`src/hdl/pas_cfg.svh`:
```
`ifndef PAS_CFG_SVH
`define PAS_CFG_SVH

// register map, word index on the plain register port
`define PAS_OFS_CTRL 2'h0
`define PAS_OFS_STAT 2'h1
`define PAS_OFS_MASK 2'h2

// control register fields
`define PAS_FLAG_BIT 7
`define PAS_SRC_HI 6
`define PAS_SRC_LO 4
`define PAS_AC_HI 3
`define PAS_AC_LO 2
`define PAS_BD_HI 1
`define PAS_BD_LO 0

// event status / mask fields
`define PAS_EV_HW 0
`define PAS_EV_SW 1
`define PAS_EV_REL 2

// reset values
`define PAS_CTRL_RST 8'h00
`define PAS_MASK_RST 8'h00
`define PAS_STAT_RST 8'h00
`define PAS_RD_ZERO 8'h00

`endif

```
`src/hdl/pas_pkg.sv`:
```
package pas_pkg;

  typedef enum logic [2:0] {
    PAS_SRC_OFF = 3'h0,
    PAS_SRC_C1 = 3'h1,
    PAS_SRC_C2 = 3'h2,
    PAS_SRC_C12 = 3'h3,
    PAS_SRC_X = 3'h4,
    PAS_SRC_XC1 = 3'h5,
    PAS_SRC_XC2 = 3'h6,
    PAS_SRC_XC12 = 3'h7
  } pas_src_sel_t;

  // pin state field codes; any code with the upper bit set floats the pair
  typedef enum logic [1:0] {
    PAS_PIN_LOW = 2'h0,
    PAS_PIN_HIGH = 2'h1
  } pas_pin_code_t;

  typedef enum logic [2:0] {
    PAS_ST_RUN = 3'b001,
    PAS_ST_SHUT = 3'b010,
    PAS_ST_WAIT = 3'b100
  } pas_state_t;

  typedef struct packed {
    logic a;
    logic b;
    logic c;
    logic d;
  } pas_pins_t;

  typedef struct packed {
    logic flag;
    pas_src_sel_t src_sel;
    logic [1:0] ac_state;
    logic [1:0] bd_state;
  } pas_ctrl_t;

  typedef struct packed {
    logic cmp1;
    logic cmp2;
    logic ext;
  } pas_src_t;

endpackage

```
`src/hdl/pas_auto_shutdown.sv`:
```
// Behaviour
// - shutdown sources act only while the output unit runs a pwm mode.
// - select 000 disables; 001, 010, 011 pick comparator 1, 2, either.
// - select 100 to 111 add external irq zero, alone or with comparators.
// - a/c field 00 drives low, 01 high, upper bit set floats pins.
// - b/d field 00 drives low, 01 high, upper bit set floats pins.
// - on shutdown the chosen levels replace the normal pwm values.
// - shutdown gates the outputs combinationally, without waiting for a clock.
// - shutdown still present at period start suppresses that whole period.
// - hardware sets flag bit 7 on an event; only software clears it.
// - outputs stay shut down until the first period start after software clears the flag.
// - software writing 1 to the flag enters shutdown like hardware.
`include "pas_cfg.svh"
`timescale 1ns/1ps
`default_nettype none

module pas_auto_shutdown
  import pas_pkg::*;
#(
  parameter int ADDR_W = 2,
  parameter int SYNC_STAGES = 2
) (
  // clock and reset
  input wire logic clock_i,
  input wire logic rst_i,
  // register port
  input wire logic [ADDR_W-1:0] reg_addr_i,
  input wire logic [7:0] reg_wdata_i,
  input wire logic reg_wr_i,
  input wire logic reg_rd_i,
  output logic [7:0] reg_rdata_o,
  // pwm engine side, same clock
  input wire logic pwm_mode_i,
  input wire logic period_start_i,
  input wire pas_pins_t pwm_level_i,
  input wire pas_pins_t pwm_oe_i,
  input wire logic external_irq_zero_enable_i,
  // asynchronous shutdown sources
  input wire logic cmp1_i,
  input wire logic cmp2_i,
  input wire logic external_irq_zero_i,
  // bridge pins
  output pas_pins_t bridge_out_o,
  output pas_pins_t bridge_oe_o,
  output logic shutdown_active_o,
  // interrupt
  output logic irq_o
);

  if (ADDR_W < 2) begin : g_chk_addr
    $error("ADDR_W must be at least 2");
  end
  if (SYNC_STAGES < 2) begin : g_chk_sync
    $error("SYNC_STAGES must be at least 2");
  end

  // source hit decode, shared by raw and synchronised paths
  function automatic logic src_hit(input pas_src_sel_t sel, input pas_src_t s);
    logic hit;
    hit = 1'b0;
    if (sel[0]) begin
      hit = hit | s.cmp1;
    end
    if (sel[1]) begin
      hit = hit | s.cmp2;
    end
    if (sel[2]) begin
      hit = hit | s.ext;
    end
    return hit;
  endfunction

  // pin pair decode: {drive enable, level}
  function automatic logic [1:0] pin_state(input logic [1:0] code);
    logic [1:0] r;
    r = 2'b00;
    case (code)
      PAS_PIN_LOW: r = 2'b10;
      PAS_PIN_HIGH: r = 2'b11;
      default: r = 2'b00;
    endcase
    return r;
  endfunction

  // synchronisers for the three source pins
  pas_src_t src_raw;
  pas_src_t src_sync;
  logic [SYNC_STAGES-1:0] sync_q [3];

  assign src_raw.cmp1 = cmp1_i;
  assign src_raw.cmp2 = cmp2_i;
  // ignored unless its interrupt enable is set
  assign src_raw.ext = external_irq_zero_i & external_irq_zero_enable_i;

  for (genvar i = 0; i < 3; i++) begin : g_sync
    logic pin;
    logic [SYNC_STAGES-1:0] sync_d;
    assign pin = (i == 0) ? cmp1_i : ((i == 1) ? cmp2_i : external_irq_zero_i);
    always_comb begin
      sync_d = {sync_q[i][SYNC_STAGES-2:0], pin};
    end
    always_ff @(posedge clock_i or posedge rst_i) begin
      if (rst_i) begin
        sync_q[i] <= '0;
      end else begin
        sync_q[i] <= sync_d;
      end
    end
  end

  assign src_sync.cmp1 = sync_q[0][SYNC_STAGES-1];
  assign src_sync.cmp2 = sync_q[1][SYNC_STAGES-1];
  // enable comes from logic on this clock
  assign src_sync.ext = sync_q[2][SYNC_STAGES-1] & external_irq_zero_enable_i;

  // register state
  pas_ctrl_t ctrl_q, ctrl_d;
  logic [7:0] stat_q, stat_d;
  logic [7:0] mask_q, mask_d;
  logic [7:0] rdata_q, rdata_d;
  logic irq_q, irq_d;
  logic hw_event;
  logic wr_ctrl, wr_mask, rd_stat;

  assign wr_ctrl = reg_wr_i && (reg_addr_i == ADDR_W'(`PAS_OFS_CTRL));
  assign wr_mask = reg_wr_i && (reg_addr_i == ADDR_W'(`PAS_OFS_MASK));
  assign rd_stat = reg_rd_i && (reg_addr_i == ADDR_W'(`PAS_OFS_STAT));

  // sources only count in a pwm mode
  assign hw_event = pwm_mode_i && src_hit(ctrl_q.src_sel, src_sync);

  always_comb begin
    ctrl_d = ctrl_q;
    mask_d = mask_q;
    stat_d = stat_q;
    rdata_d = `PAS_RD_ZERO;
    if (wr_ctrl) begin
      // writing 1 enters shutdown, 0 clears
      ctrl_d = pas_ctrl_t'(reg_wdata_i);
    end
    // hardware only ever sets the flag
    // set wins over a clearing write
    if (hw_event) begin
      ctrl_d.flag = 1'b1;
    end
    if (wr_mask) begin
      mask_d = reg_wdata_i;
    end
    if (reg_rd_i) begin
      case (reg_addr_i)
        ADDR_W'(`PAS_OFS_CTRL): rdata_d = 8'(ctrl_q);
        ADDR_W'(`PAS_OFS_STAT): rdata_d = stat_q;
        ADDR_W'(`PAS_OFS_MASK): rdata_d = mask_q;
        default: rdata_d = `PAS_RD_ZERO;
      endcase
    end
    // read clears status; new events win
    if (rd_stat) begin
      stat_d = `PAS_STAT_RST;
    end
    if (hw_event && !ctrl_q.flag) begin
      stat_d[`PAS_EV_HW] = 1'b1;
    end
    if (wr_ctrl && reg_wdata_i[`PAS_FLAG_BIT] && !ctrl_q.flag) begin
      stat_d[`PAS_EV_SW] = 1'b1;
    end
    if (ctrl_q.flag && !ctrl_d.flag) begin
      stat_d[`PAS_EV_REL] = 1'b1;
    end
    irq_d = |(stat_d & mask_d);
  end

  always_ff @(posedge clock_i or posedge rst_i) begin
    if (rst_i) begin
      ctrl_q <= pas_ctrl_t'(`PAS_CTRL_RST);
      stat_q <= `PAS_STAT_RST;
      mask_q <= `PAS_MASK_RST;
      rdata_q <= `PAS_RD_ZERO;
      irq_q <= 1'b0;
    end else begin
      ctrl_q <= ctrl_d;
      stat_q <= stat_d;
      mask_q <= mask_d;
      rdata_q <= rdata_d;
      irq_q <= irq_d;
    end
  end

  assign reg_rdata_o = rdata_q;
  assign irq_o = irq_q;

  // period suppression state
  pas_state_t state_q, state_d;

  always_comb begin
    state_d = state_q;
    case (state_q)
      PAS_ST_RUN: begin
        if (ctrl_d.flag) begin
          state_d = PAS_ST_SHUT;
        end
      end
      PAS_ST_SHUT: begin
        // held until software clears the flag
        if (!ctrl_d.flag) begin
          state_d = PAS_ST_WAIT;
        end
      end
      PAS_ST_WAIT: begin
        if (ctrl_d.flag) begin
          state_d = PAS_ST_SHUT;
        end else if (period_start_i && !hw_event) begin
          state_d = PAS_ST_RUN;
        end
      end
      default: state_d = PAS_ST_SHUT;
    endcase
  end

  always_ff @(posedge clock_i or posedge rst_i) begin
    if (rst_i) begin
      state_q <= PAS_ST_RUN;
    end else begin
      state_q <= state_d;
    end
  end

  // output gating; raw source term keeps the cut-off clockless
  logic shut;
  logic [1:0] ac_sel, bd_sel;
  pas_pins_t out_lvl, out_oe;

  // immediate gating through the raw sources
  // only while a pwm mode is selected
  assign shut = pwm_mode_i &&
                (ctrl_q.flag || (state_q != PAS_ST_RUN) || src_hit(ctrl_q.src_sel, src_raw));
  assign ac_sel = pin_state(ctrl_q.ac_state);
  assign bd_sel = pin_state(ctrl_q.bd_state);

  always_comb begin
    out_lvl = pwm_level_i;
    out_oe = pwm_oe_i;
    if (shut) begin
      out_lvl.a = ac_sel[0];
      out_lvl.c = ac_sel[0];
      out_oe.a = ac_sel[1];
      out_oe.c = ac_sel[1];
      out_lvl.b = bd_sel[0];
      out_lvl.d = bd_sel[0];
      out_oe.b = bd_sel[1];
      out_oe.d = bd_sel[1];
    end
  end

  assign bridge_out_o = out_lvl;
  assign bridge_oe_o = out_oe;
  assign shutdown_active_o = shut;

endmodule

`default_nettype wire

```
`config.mk`:
```
export PLATFORM = sky130hd
export DESIGN_NAME = pas_auto_shutdown
export DESIGN_NICKNAME = d
export VERILOG_FILES = /design/src/hdl/pas_pkg.sv /design/src/hdl/pas_auto_shutdown.sv
export VERILOG_INCLUDE_DIRS = /design/src /design/src/hdl
export SDC_FILE = /design/constraint.sdc
export NUM_CORES = 1
export LEC_CHECK = 0
export ABC_AREA = 1
export ABC_CLOCK_PERIOD_IN_PS = 2400
export BUFFER_PORTS_ARGS = -buffer_cell sky130_fd_sc_hd__buf_2
export CORE_ASPECT_RATIO = 0.5
export CORE_MARGIN = 1
export CORE_UTILIZATION = 40
export CTS_CLUSTER_DIAMETER = 100
export DETAILED_ROUTE_END_ITERATION = 8
export PLACE_DENSITY = 0.63
export SLEW_MARGIN = 10
export SYNTH_ARGS = -nofsm -noshare
export SYNTH_HDL_FRONTEND = slang
export SYNTH_SLANG_ARGS = --single-unit
```
`constraint.sdc`:
```
create_clock -name clock_i -period 2.4 [get_ports clock_i]
set_clock_uncertainty 0.15 [all_clocks]
set_input_delay 0.48 -clock clock_i [delete_from_list [all_inputs] [get_ports clock_i]]
set_output_delay 0.48 -clock clock_i [all_outputs]
set_load 0.02 [all_outputs]
```
# After elaboration in Yosys (flattened, before gate mapping)
# Index checks and enable logic that the tools add are counted.
classes:
  n_eq_ne: 11
  reduce_logical: 20
  muxes: 24
  bitwise_logic: 7
ops:
  columns: ["cell", "n"]
  rows:
  - ["2-to-1 mux 8 bit", 4]
  - ["one-hot mux 8 bit (3 select lines)", 1]
  - ["2-to-1 mux 3 bit", 4]
  - ["logical AND 1 bit", 10]
  - ["2-to-1 mux 1 bit", 10]
  - ["one-hot mux 3 bit (3 select lines)", 1]
  - ["bitwise AND 8 bit", 1]
  - ["2-to-1 mux 4 bit", 2]
  - ["one-hot mux 2 bit (2 select lines)", 2]
  - ["OR reduction 8 bit", 1]
  - ["== test 2 x 1 -> 1 bit, second input constant", 3]
  - ["zero test 2 bit", 3]
  - ["inequality test 2 bit, second input constant", 2]
  - ["bitwise OR 1 bit", 4]
  - ["== test 3 x 1 -> 1 bit, second input constant", 1]
  - ["== test 3 x 2 -> 1 bit, second input constant", 1]
  - ["== test 3 bit, second input constant", 1]
  - ["zero test 1 bit", 3]
  - ["inequality test 3 x 1 -> 1 bit, second input constant", 1]
  - ["inequality test 3 bit, second input constant", 1]
  - ["AND reduction 3 bit", 1]
  - ["bitwise AND 1 bit", 2]
  - ["== test 2 bit, second input constant", 1]
  - ["logical OR 1 bit", 2]
totals:
  inputBits: 28
  ff_bits: 42
  word_cells: 74

# Logic depth before layout (Yosys ltp)
# Gate-level depths: netlist (run 1).
depth:
  depth_word: 12
  depth_mapped: 9
  depth_no_buf: 9

# Worst setup path before layout (run 1)
# Ideal clock, no wire load.
synth_path:
  kind: "register -> output"
  from: "reg state_q[0]"
  to: "out bridge_out_o[0] (netlist name)"
  slack_ps: 476
  path_stages_with_launch: 9
  required_ps: 1770
  path_buffers: 1
  arrival_ps: 1294
  path_cell_list: "dfstp_2 inv_1 nor3_4 nand4_1 nand2_1 buf_4 nor2_1 nand2_1 nand2_1"
synth_rtl:
  columns: ["item", "line", "source"]
  rows:
  - ["start, declared", "pas_auto_shutdown.sv:193", "pas_state_t state_q, state_d;"]
  - ["start signal, assigned", "pas_auto_shutdown.sv:224", "state_q <= state_d;"]
  - ["end, declared", "pas_auto_shutdown.sv:43", "output pas_pins_t bridge_out_o,"]

==> results of run 1 <==
-- worst min path at each step --
stage | slack (ps) | endpoint | start
6_report | 160 | reg_rdata_o[0]$_DFF_PP0_ | rst_i
5_1_grt | 150 | g_sync[2].sync_d[1]$_DFF_PP0_ | external_irq_zero_i
2_1_floorplan | 180 | src_sync[1]$_DFF_PP0_ | g_sync[1].sync_d[1]$_DFF_PP0_
3_3_place_gp | 190 | src_sync[2]$_DFF_PP0_ | g_sync[0].sync_d[1]$_DFF_PP0_
4_1_cts | 160 | g_sync[2].sync_d[1]$_DFF_PP0_ | external_irq_zero_i
3_5_place_dp | 190 | src_sync[1]$_DFF_PP0_ | g_sync[1].sync_d[1]$_DFF_PP0_
-- layer usage --
metal	routed length, µm	vias to the layer above	track usage
met5	0	-	0
met4	32	0	0.0667
met3	142	5	0.0470
met2	2010	25	0.287
met1	2200	792	0.244
li1	-	796	-
-- synthesized netlist by cell type (all sizes together) --
| master | n | share of area |
|---|---|---|
| nand4 | 5 | 0.016 |
| o21ai | 8 | 0.022 |
| mux2 | 4 | 0.022 |
| nand2 | 94 | 0.21 |
| dfrtp | 41 | 0.51 |
| dfstp | 1 | 0.013 |
| o31ai | 2 | 0.010 |
| a21oi | 2 | 0.0069 |
| nand3 | 22 | 0.077 |
| buf | 7 | 0.031 |
| nor2 | 5 | 0.013 |
| nand3b | 1 | 0.0037 |
| inv | 29 | 0.054 |
| nor3 | 2 | 0.011 |
-- sequential cells by signal, summed over array words and instances, names as in the netlist --
register	flops
ctrl_q	8
g_sync.sync_d	3
irq_o	1
mask_q	8
reg_rdata_o	8
src_sync	2
stat_q	8
state_q	3
sync_q	1
-- timing repair --
action | 4_1_cts | 5_1_grt
endpoints found under the setup margin | 8 | 8
buffers inserted | 2 | 1
hold endpoints to repair | 0 | 0
resized for setup | 3 | 8
pin swaps | 3 | 4
cloned | 1 | 0
-- cells by family (layout without fill, tap and decap cells) --
| family | count (synthesis) | after routing | synth area share |
|---|---|---|---|
| simple gates | 129 | 130 | 0.330 |
| compound gates | 12 | 12 | 0.0386 |
| buf+inv | 36 | 87 | 0.0854 |
| flops | 42 | 42 | 0.524 |
| mux | 4 | 4 | 0.0224 |
-- critical path, stage by stage (launching register included) --
cell and delay (ps):
dfstp_2 540, inv_2 50, nor3_4 110, nand4_1 150, nand2_2 170, nor2_2 50, nand2_1 90, nand2_1 50
buf_2 150
-- metrics by stage --
| stage | setup WS, ps | instance area, µm² | utilization |
|---|---|---|---|
| after floorplan | 476 | 2010 | - |
| after global placement | 299 | 2280 | 0.493 |
| after detailed placement | 227 | 2280 | 0.493 |
| after CTS | 10.5 | 2410 | 0.523 |
| after global routing | -28.3 | 2440 | 0.529 |
| final | 117 | 2440 | 0.529 |
-- power by group --
part / switching [µW] / internal (µW) / total [µW]
Sequential: 69.7 / 796 / 866
Clock: 230 / 333 / 563
Combinational: 226 / 136 / 362
Total: 527 / 1260 / 1790
-- cell type report --
class | count | area [µm²] | area share
clock buffers | 6 | 82.6 | 0.0338
clock inverters | 1 | 30.0 | 0.0123
inverters | 29 | 109 | 0.0445
multi-input cells | 146 | 798 | 0.327
flip-flops and latches | 42 | 1050 | 0.431
well taps | 66 | 82.6 | 0.0338
repair buffers | 51 | 289 | 0.118
==> results.sh, run 1 <==
export IMPL_power_leakage_uw=0.00137
export IMPL_stdcell_count=341
export IMPL_hold_buffers=0
export IMPL_layout_common_cells="nand2_1, buf_2, dfrtp_1, inv_1, nand2_2"
export IMPL_finalNetCount=303
export IMPL_cts_root_buf="clkbuf_8"
export IMPL_fin_tns_setup_ps=0
export IMPL_crit_path_end="bridge_out_o[1]"
export IMPL_whs_ps=162
export IMPL_drive_gt1_frac=0.371
export IMPL_fillers=442
export IMPL_cts_max_level=2
export IMPL_grt_use_total=0.182
export IMPL_antenna_found_initial=0
export IMPL_slew_headroom=0.648
export IMPL_avgSynthCellArea_um2=9.01
export IMPL_cp_required_ps=1770
export IMPL_ys_warn_count=0
export IMPL_netlist_instances=223
export IMPL_fin_crit_sh=0.951
export IMPL_period_needed_ps=2280
export IMPL_crit_path_start_kind="flop"
export IMPL_final_setup_viol_count=0
export IMPL_clkTransAtPathRegs_ps=70
export IMPL_drc=0
export IMPL_reg2reg_to="state_q[0]$_DFFE_PP1P_"
export IMPL_drtPass1Iterations=4
export IMPL_critPathArrivalTime_ps=1650
export IMPL_synth_distinct_cells=26
export IMPL_grt_max_degree=43
export IMPL_via_per_inst=4.74
export IMPL_portBuffers=45
export IMPL_reg2reg_slack_ps=980
export IMPL_timing_fmax_mhz=438
export IMPL_num_rows=17
export IMPL_start_util=0.435
export IMPL_antenna_cells=0
export IMPL_grt_overflow_total=0
export IMPL_hold_viol=0
export IMPL_cts_tree="yes"
export IMPL_worst_slew_pin_slew_ps=528
export IMPL_vias=1618
export IMPL_hp_class="in2async"
export IMPL_dpl_hpwl_um=3240
export IMPL_core_mm2=0.00462
export IMPL_wl_per_cell_um=12.8
export IMPL_drt_iter0_drc=55
export IMPL_crit_path_end_kind="primary output"
export IMPL_crit_reg2reg_launch="state_q[0]$_DFFE_PP1P_"
export IMPL_clock_sinks=42
export IMPL_die_area_mm2=0.00532
export IMPL_cp_startpoint="state_q[0]$_DFFE_PP1P_"
export IMPL_rsz0062_at_grt="yes"
export IMPL_p_per_area_mw_per_mm2=733
export IMPL_synthesis_nets=251
export IMPL_cap_violations=0
export IMPL_die_h_um=52.1
export IMPL_io_pins=46
export IMPL_fin_total_pwr_uw=1790
export IMPL_wl_um=4380
export IMPL_rr_worst_depth=8
export IMPL_cp_max_fo=6
export IMPL_drv_slew=0
export IMPL_ant_nets=0
export IMPL_cts_made_buffers=5
export IMPL_ys_seq_elements=42
export IMPL_peakVddDrop_v=0.000247
export IMPL_grt_pass1_vias=1495
export IMPL_ys_seq_area_frac=0.524
export IMPL_clock_path_buffers=2
export IMPL_grt_pass1_wl_um=6960
export IMPL_die_w_um=102
export IMPL_synth_area_mm2=0.00201
export IMPL_area_delta_synth_final_pct=21.7
export IMPL_status="complete, no violations"
export IMPL_worst_setup_path_type="reg2out"
export IMPL_routabilityCongestion=0.726
export IMPL_clk_latency_ps=290
export IMPL_place_inst=330
export IMPL_final_common_cell="nand2_1"
(Power assumes the default switching activity.)
==> run 2: changes to the inputs <==
BUFFER_PORTS_ARGS = -buffer_cell sky130_fd_sc_hd__buf_4   (was -buffer_cell sky130_fd_sc_hd__buf_2)
CTS_CLUSTER_SIZE = 16   (was default)
==> run 2 against run 1 <==
Against the previous run:
- worst setup slack worse by 110 ps
- sequential power about the same
- critical path type unchanged
- power down 4.5%
- critical path depth unchanged
- wire length up 0.46%
- combinational power up 9.7%
- flip-flop and latch count unchanged
- largest power group unchanged
- first-iteration DRC count up 49%
- design area up 3.6%
- highest routed layer unchanged
- worst hold slack worse by 8.9 ps
- sequential share of layout area down 1.5 points
==> results.sh, run 2 (synthesis gave the netlist of run 1 again) <==
export IMPL_final_common_cell="nand2_1"
export IMPL_drc=0
export IMPL_timing_fmax_mhz=418
export IMPL_finalNetCount=301
export IMPL_drv_slew=0
export IMPL_power_frac_seq=0.507
export IMPL_rr_worst_depth=6
export IMPL_fin_total_pwr_uw=1710
export IMPL_reg2reg_to="irq_o$_DFF_PP0_"
export IMPL_p_sw_frac=0.316
export IMPL_grt_max_degree=43
export IMPL_fillers=420
export IMPL_dpl_hpwl_um=3210
export IMPL_finalInstanceArea_mm2=0.00253
export IMPL_place_area_mm2=0.00239
export IMPL_peakVddDrop_v=0.000258
export IMPL_drive_gt1_frac=0.376
export IMPL_rsz0062_at_grt="yes"
export IMPL_cts_root_buf="clkbuf_8"
export IMPL_drtPass1Iterations=4
export IMPL_hp_class="in2reg"
export IMPL_hold_buffers=0
export IMPL_cts_tree="yes"
export IMPL_cp_required_ps=1770
export IMPL_core_mm2=0.00462
export IMPL_p_per_area_mw_per_mm2=676
export IMPL_area_delta_synth_final_pct=26.1
export IMPL_period_needed_ps=2390
export IMPL_grt_use_total=0.185
export IMPL_dp_slack_ps=257
export IMPL_cap_violations=0
export IMPL_die_h_um=52.1
export IMPL_num_rows=17
export IMPL_whs_ps=153
export IMPL_power_internal_uw=1170
export IMPL_cts_made_buffers=5
export IMPL_grt_pass1_vias=1434
export IMPL_ant_nets=0
export IMPL_portBuffers=45
export IMPL_final_core_util=0.549
export IMPL_antenna_found_initial=0
export IMPL_via_per_inst=4.64
export IMPL_fin_crit_sh=0.997
export IMPL_io_pins=46
export IMPL_cts_max_level=2
export IMPL_clock_sinks=42
export IMPL_layout_common_cells="nand2_1, buf_4, dfrtp_1, inv_1, nand2_2"
export IMPL_die_area_mm2=0.00532
export IMPL_wl_um=4400
export IMPL_clkTransAtPathRegs_ps=80
export IMPL_hold_depth=1
export IMPL_crit_reg2reg_launch="ctrl_q[4]$_DFFE_PP0N_"
export IMPL_reg2reg_slack_ps=930
export IMPL_hold_start="external_irq_zero_i"
export IMPL_cp_startpoint="state_q[0]$_DFFE_PP1P_"
export IMPL_setup_ws_ps=7.67
export IMPL_wl_per_cell_um=12.9
export IMPL_p_comb_frac=0.232
export IMPL_p_switching_uw=541
export IMPL_die_w_um=102
export IMPL_clk_latency_ps=290
export IMPL_clock_path_buffers=2
export IMPL_power_leakage_uw=0.00138
export IMPL_hold_path_end="g_sync[2].sync_d[1]$_DFF_PP0_"
export IMPL_cp_max_fo=6
export IMPL_antenna_cells=0
export IMPL_final_setup_viol_count=0
export IMPL_drt_iter0_drc=82
export IMPL_grt_overflow_total=0
export IMPL_worst_slew_pin_slew_ps=522
export IMPL_crit_path_end_kind="primary output"
export IMPL_slew_headroom=0.652
export IMPL_clkPwrFrac=0.261
export IMPL_critPathArrivalTime_ps=1760
export IMPL_hold_viol=0
export IMPL_status="complete, no violations"
export IMPL_grt_pass1_wl_um=7010
export IMPL_worst_setup_path_type="reg2out"
export IMPL_routabilityCongestion=0.755
export IMPL_crit_path_start_kind="flop"
export IMPL_vias=1577
export IMPL_start_util=0.435
## run 2: cell count changes in the layout (fill, tap and decap cells not counted), sizes merged
cell	delta
buf	-2
clkinv	+2
bufinv	-1
## run 2: worst max path at each step
stage	endpoint	slack [ps]	cells past startpoint
6_report	bridge_out_o[0]	8	8
3_5_place_dp	bridge_out_o[2]	260	8
5_1_grt	bridge_out_o[2]	-90	8
4_1_cts	bridge_out_o[2]	10	8
2_1_floorplan	bridge_out_o[0]	480	8
3_3_place_gp	bridge_out_o[1]	290	8
## run 2: timing repair
| item | CTS | global route |
|---|---|---|
| pin swaps | 0 | 1 |
| endpoints found under the setup margin | 8 | 8 |
| resized for setup | 1 | 14 |
| gates cloned | 0 | 1 |
| buffers inserted | 0 | 1 |
## run 2: cell type report
class                   count  area (µm²)  share of cell area
inverters                  29         109              0.0430
multi-input cells         146         808               0.319
well taps                  66        82.6              0.0326
clock buffers               6        72.6              0.0287
repair buffers             49         394               0.156
clock inverters             2        13.8             0.00543
flip-flops and latches     42        1050               0.416
## run 2: metrics by stage
step / TNS, ps / cells
2_1_floorplan: 0 / 223
3_3_place_gp: 0 / 330
3_5_place_dp: 0 / 330
4_1_cts: 0 / 338
5_1_grt: -481 / 340
6_report: 0 / 340
## run 2: per-layer routing
metal | GRT usage | part of all wire | up-vias | wire length [µm]
met2 | 0.273 | 0.45 | 36 | 1990
met3 | 0.0470 | 0.055 | 5 | 241
met1 | 0.262 | 0.48 | 745 | 2130
li1 | - | - | 791 | -
met5 | 0 | 0 | - | 0
met4 | 0.0643 | 0.0098 | 0 | 43
## run 2: critical path: stages (launching register included)
cell,delay [ps]
dfstp_2,540
inv_2,50
nor3_4,140
nand4_1,230
nand2_4,160
nor2_2,60
nand2_1,80
nand2_1,80
buf_6,140
## run 2: power by group through the flow
| stage | Clock (µW) | Combinational [µW] | Sequential, µW |
|---|---|---|---|
| 2_1_floorplan | 0 | 232 | 881 |
| 3_3_place_gp | 0 | 376 | 878 |
| 3_5_place_dp | 0 | 384 | 878 |
| 4_1_cts | 467 | 385 | 865 |
| 5_1_grt | 497 | 438 | 879 |
| 6_report | 446 | 397 | 868 |
==> run 3: changes to the inputs <==
ABC_CLOCK_PERIOD_IN_PS = 2090   (was 2400)
CORE_UTILIZATION = 48   (was 40)
CTS_CLUSTER_SIZE = default   (was 16)
PLACE_DENSITY = 0.76   (was 0.63)
clock period = 2.09 ns   (was 2.4 ns; I/O delays follow)
==> run 3 against run 2 <==
Against the previous run:
- the flow now finishes with violations (setup timing)
- clock power up 40%
- utilization up 11 points
- first-iteration DRC count down 29%
- global-route usage up 3.6 points
- power up 23%
- register-to-register slack worse by 230 ps
- cell count down 2.4%
- design area up 3.1%
- flip-flop and latch count unchanged
- critical endpoint is now bridge_oe_o[2]
==> results.sh, run 3 (synthesis gave the netlist of run 1 again) <==
export IMPL_hold_start="external_irq_zero_i"
export IMPL_antenna_found_initial=0
export IMPL_power_internal_uw=1480
export IMPL_regArea_mm2=0.00105
export IMPL_hold_depth=1
export IMPL_io_pins=46
export IMPL_final_core_util=0.659
export IMPL_cts_max_level=2
export IMPL_worst_setup_path_type="reg2out"
export IMPL_clk_latency_ps=290
export IMPL_fillers=310
export IMPL_start_util=0.507
export IMPL_vias=1627
export IMPL_drtPass1Iterations=4
export IMPL_cts_tree="yes"
export IMPL_p_per_area_mw_per_mm2=806
export IMPL_p_switching_uw=626
export IMPL_dp_slack_ps=104
export IMPL_worst_slew_pin_slew_ps=529
export IMPL_rsz0062_at_grt="yes"
export IMPL_p_sw_frac=0.298
export IMPL_rr_worst_depth=6
export IMPL_peakVddDrop_v=0.000374
export IMPL_grt_pass1_vias=1487
export IMPL_setup_ws_ps=-112
export IMPL_reg2reg_slack_ps=700
export IMPL_clock_sinks=42
export IMPL_finalNetCount=305
export IMPL_grt_pass1_wl_um=7130
export IMPL_power_frac_seq=0.474
export IMPL_cts_root_buf="clkbuf_8"
export IMPL_clkPwrFrac=0.297
export IMPL_final_common_cell="nand2_1"
export IMPL_cap_violations=0
export IMPL_fin_crit_sh=1.05
export IMPL_crit_reg2reg_launch="ctrl_q[5]$_DFFE_PP0N_"
export IMPL_timing_fmax_mhz=454
export IMPL_cts_made_buffers=5
export IMPL_num_rows=16
export IMPL_die_w_um=93.5
export IMPL_grt_use_total=0.221
export IMPL_multi_input_area_um2=830
export IMPL_critPathArrivalTime_ps=1630
export IMPL_die_h_um=47.7
export IMPL_crit_path_end_kind="primary output"
export IMPL_period_needed_ps=2200
export IMPL_slew_headroom=0.647
export IMPL_grt_max_degree=43
export IMPL_finalInstanceArea_mm2=0.00261
export IMPL_drive_gt1_frac=0.424
export IMPL_hold_path_end="g_sync[2].sync_d[1]$_DFF_PP0_"
export IMPL_p_comb_frac=0.229
export IMPL_die_area_mm2=0.00446
export IMPL_final_setup_viol_count=9
export IMPL_routabilityCongestion=0.810
export IMPL_ant_nets=0
export IMPL_area_delta_synth_final_pct=30.0
export IMPL_clock_path_buffers=2
export IMPL_hp_class="in2reg"
export IMPL_crit_path_start_kind="flop"
export IMPL_portBuffers=45
export IMPL_dpl_hpwl_um=3230
export IMPL_hold_viol=0
export IMPL_power_leakage_uw=0.00142
export IMPL_fin_total_pwr_uw=2100
export IMPL_layout_common_cells="nand2_1, buf_4, dfrtp_1, nand2_2, inv_1"
export IMPL_wl_um=4540
export IMPL_wl_per_cell_um=13.7
export IMPL_clkTransAtPathRegs_ps=70
export IMPL_core_mm2=0.00396
export IMPL_drt_iter0_drc=58
export IMPL_violations="setup timing"
export IMPL_cp_max_fo=5
export IMPL_antenna_cells=0
export IMPL_grt_overflow_total=0
export IMPL_cp_required_ps=1520
export IMPL_reg2reg_to="irq_o$_DFF_PP0_"
export IMPL_whs_ps=91.1
export IMPL_status="complete, but fails checks"
export IMPL_via_per_inst=4.90
export IMPL_drv_slew=0
export IMPL_place_area_mm2=0.00239
export IMPL_drc=0
[run 3: worst max-delay path by stage]
stage	startpoint	endpoint	slack [ps]	cells after the start
final	state_q[0]$_DFFE_PP1P_	bridge_oe_o[2]	-110	8
after global routing	state_q[0]$_DFFE_PP1P_	bridge_out_o[2]	-200	8
after CTS	state_q[0]$_DFFE_PP1P_	bridge_out_o[3]	-170	8
after detailed placement	state_q[0]$_DFFE_PP1P_	bridge_out_o[3]	100	8
after global placement	state_q[0]$_DFFE_PP1P_	bridge_oe_o[1]	180	8
after floorplan	state_q[0]$_DFFE_PP1P_	bridge_out_o[0]	230	8
[run 3: area by class of cell]
cell class                 instances  share of cell area
clock buffer                       7              0.0292
sequential                        42               0.403
tap                               54              0.0259
timing repair buffer              54               0.171
inverter                          29              0.0417
multi-input combinational        145               0.318
clock inverter                     1              0.0115
[run 3: metrics by stage]
step	setup TNS [ps]	cells
4_1_cts	-1380	331
6_report	-739	332
2_1_floorplan	0	223
5_1_grt	-1650	332
3_5_place_dp	0	320
3_3_place_gp	0	320
[run 3: layer usage]
metal  up-vias  global-route usage  part of all wire  routed length [µm]
li1        811                   -                 -                   -
met1       774               0.285              0.45                2060
met2        33               0.394              0.49                2230
met3         9              0.0524             0.042                 190
met4         0              0.0523             0.014                  65
met5         -                   0                 0                   0
[run 3: what timing repair did]
| item | CTS | global route |
|---|---|---|
| setup buffers | 2 | 1 |
| cloned | 1 | 0 |
| setup endpoints to repair | 9 | 9 |
| pin swaps | 9 | 8 |
| hold buffers | 0 | 0 |
| resized for setup | 19 | 12 |
[run 3: critical path, stage by stage, from the launching register on]
cell	delay, ps
dfstp_2	540
inv_2	50
nor3_4	110
nand4_1	120
nand2_2	140
buf_6	150
nand2_2	60
nand2_2	60
buf_6	120
[run 3: power by group through the flow]
stage	logic [µW]	clock network (µW)	registers [µW]
finish	481	625	997
floorplan	266	0	1010
detailed placement	444	0	1010
CTS	470	644	994
global placement	429	0	1000
global route	523	682	1010
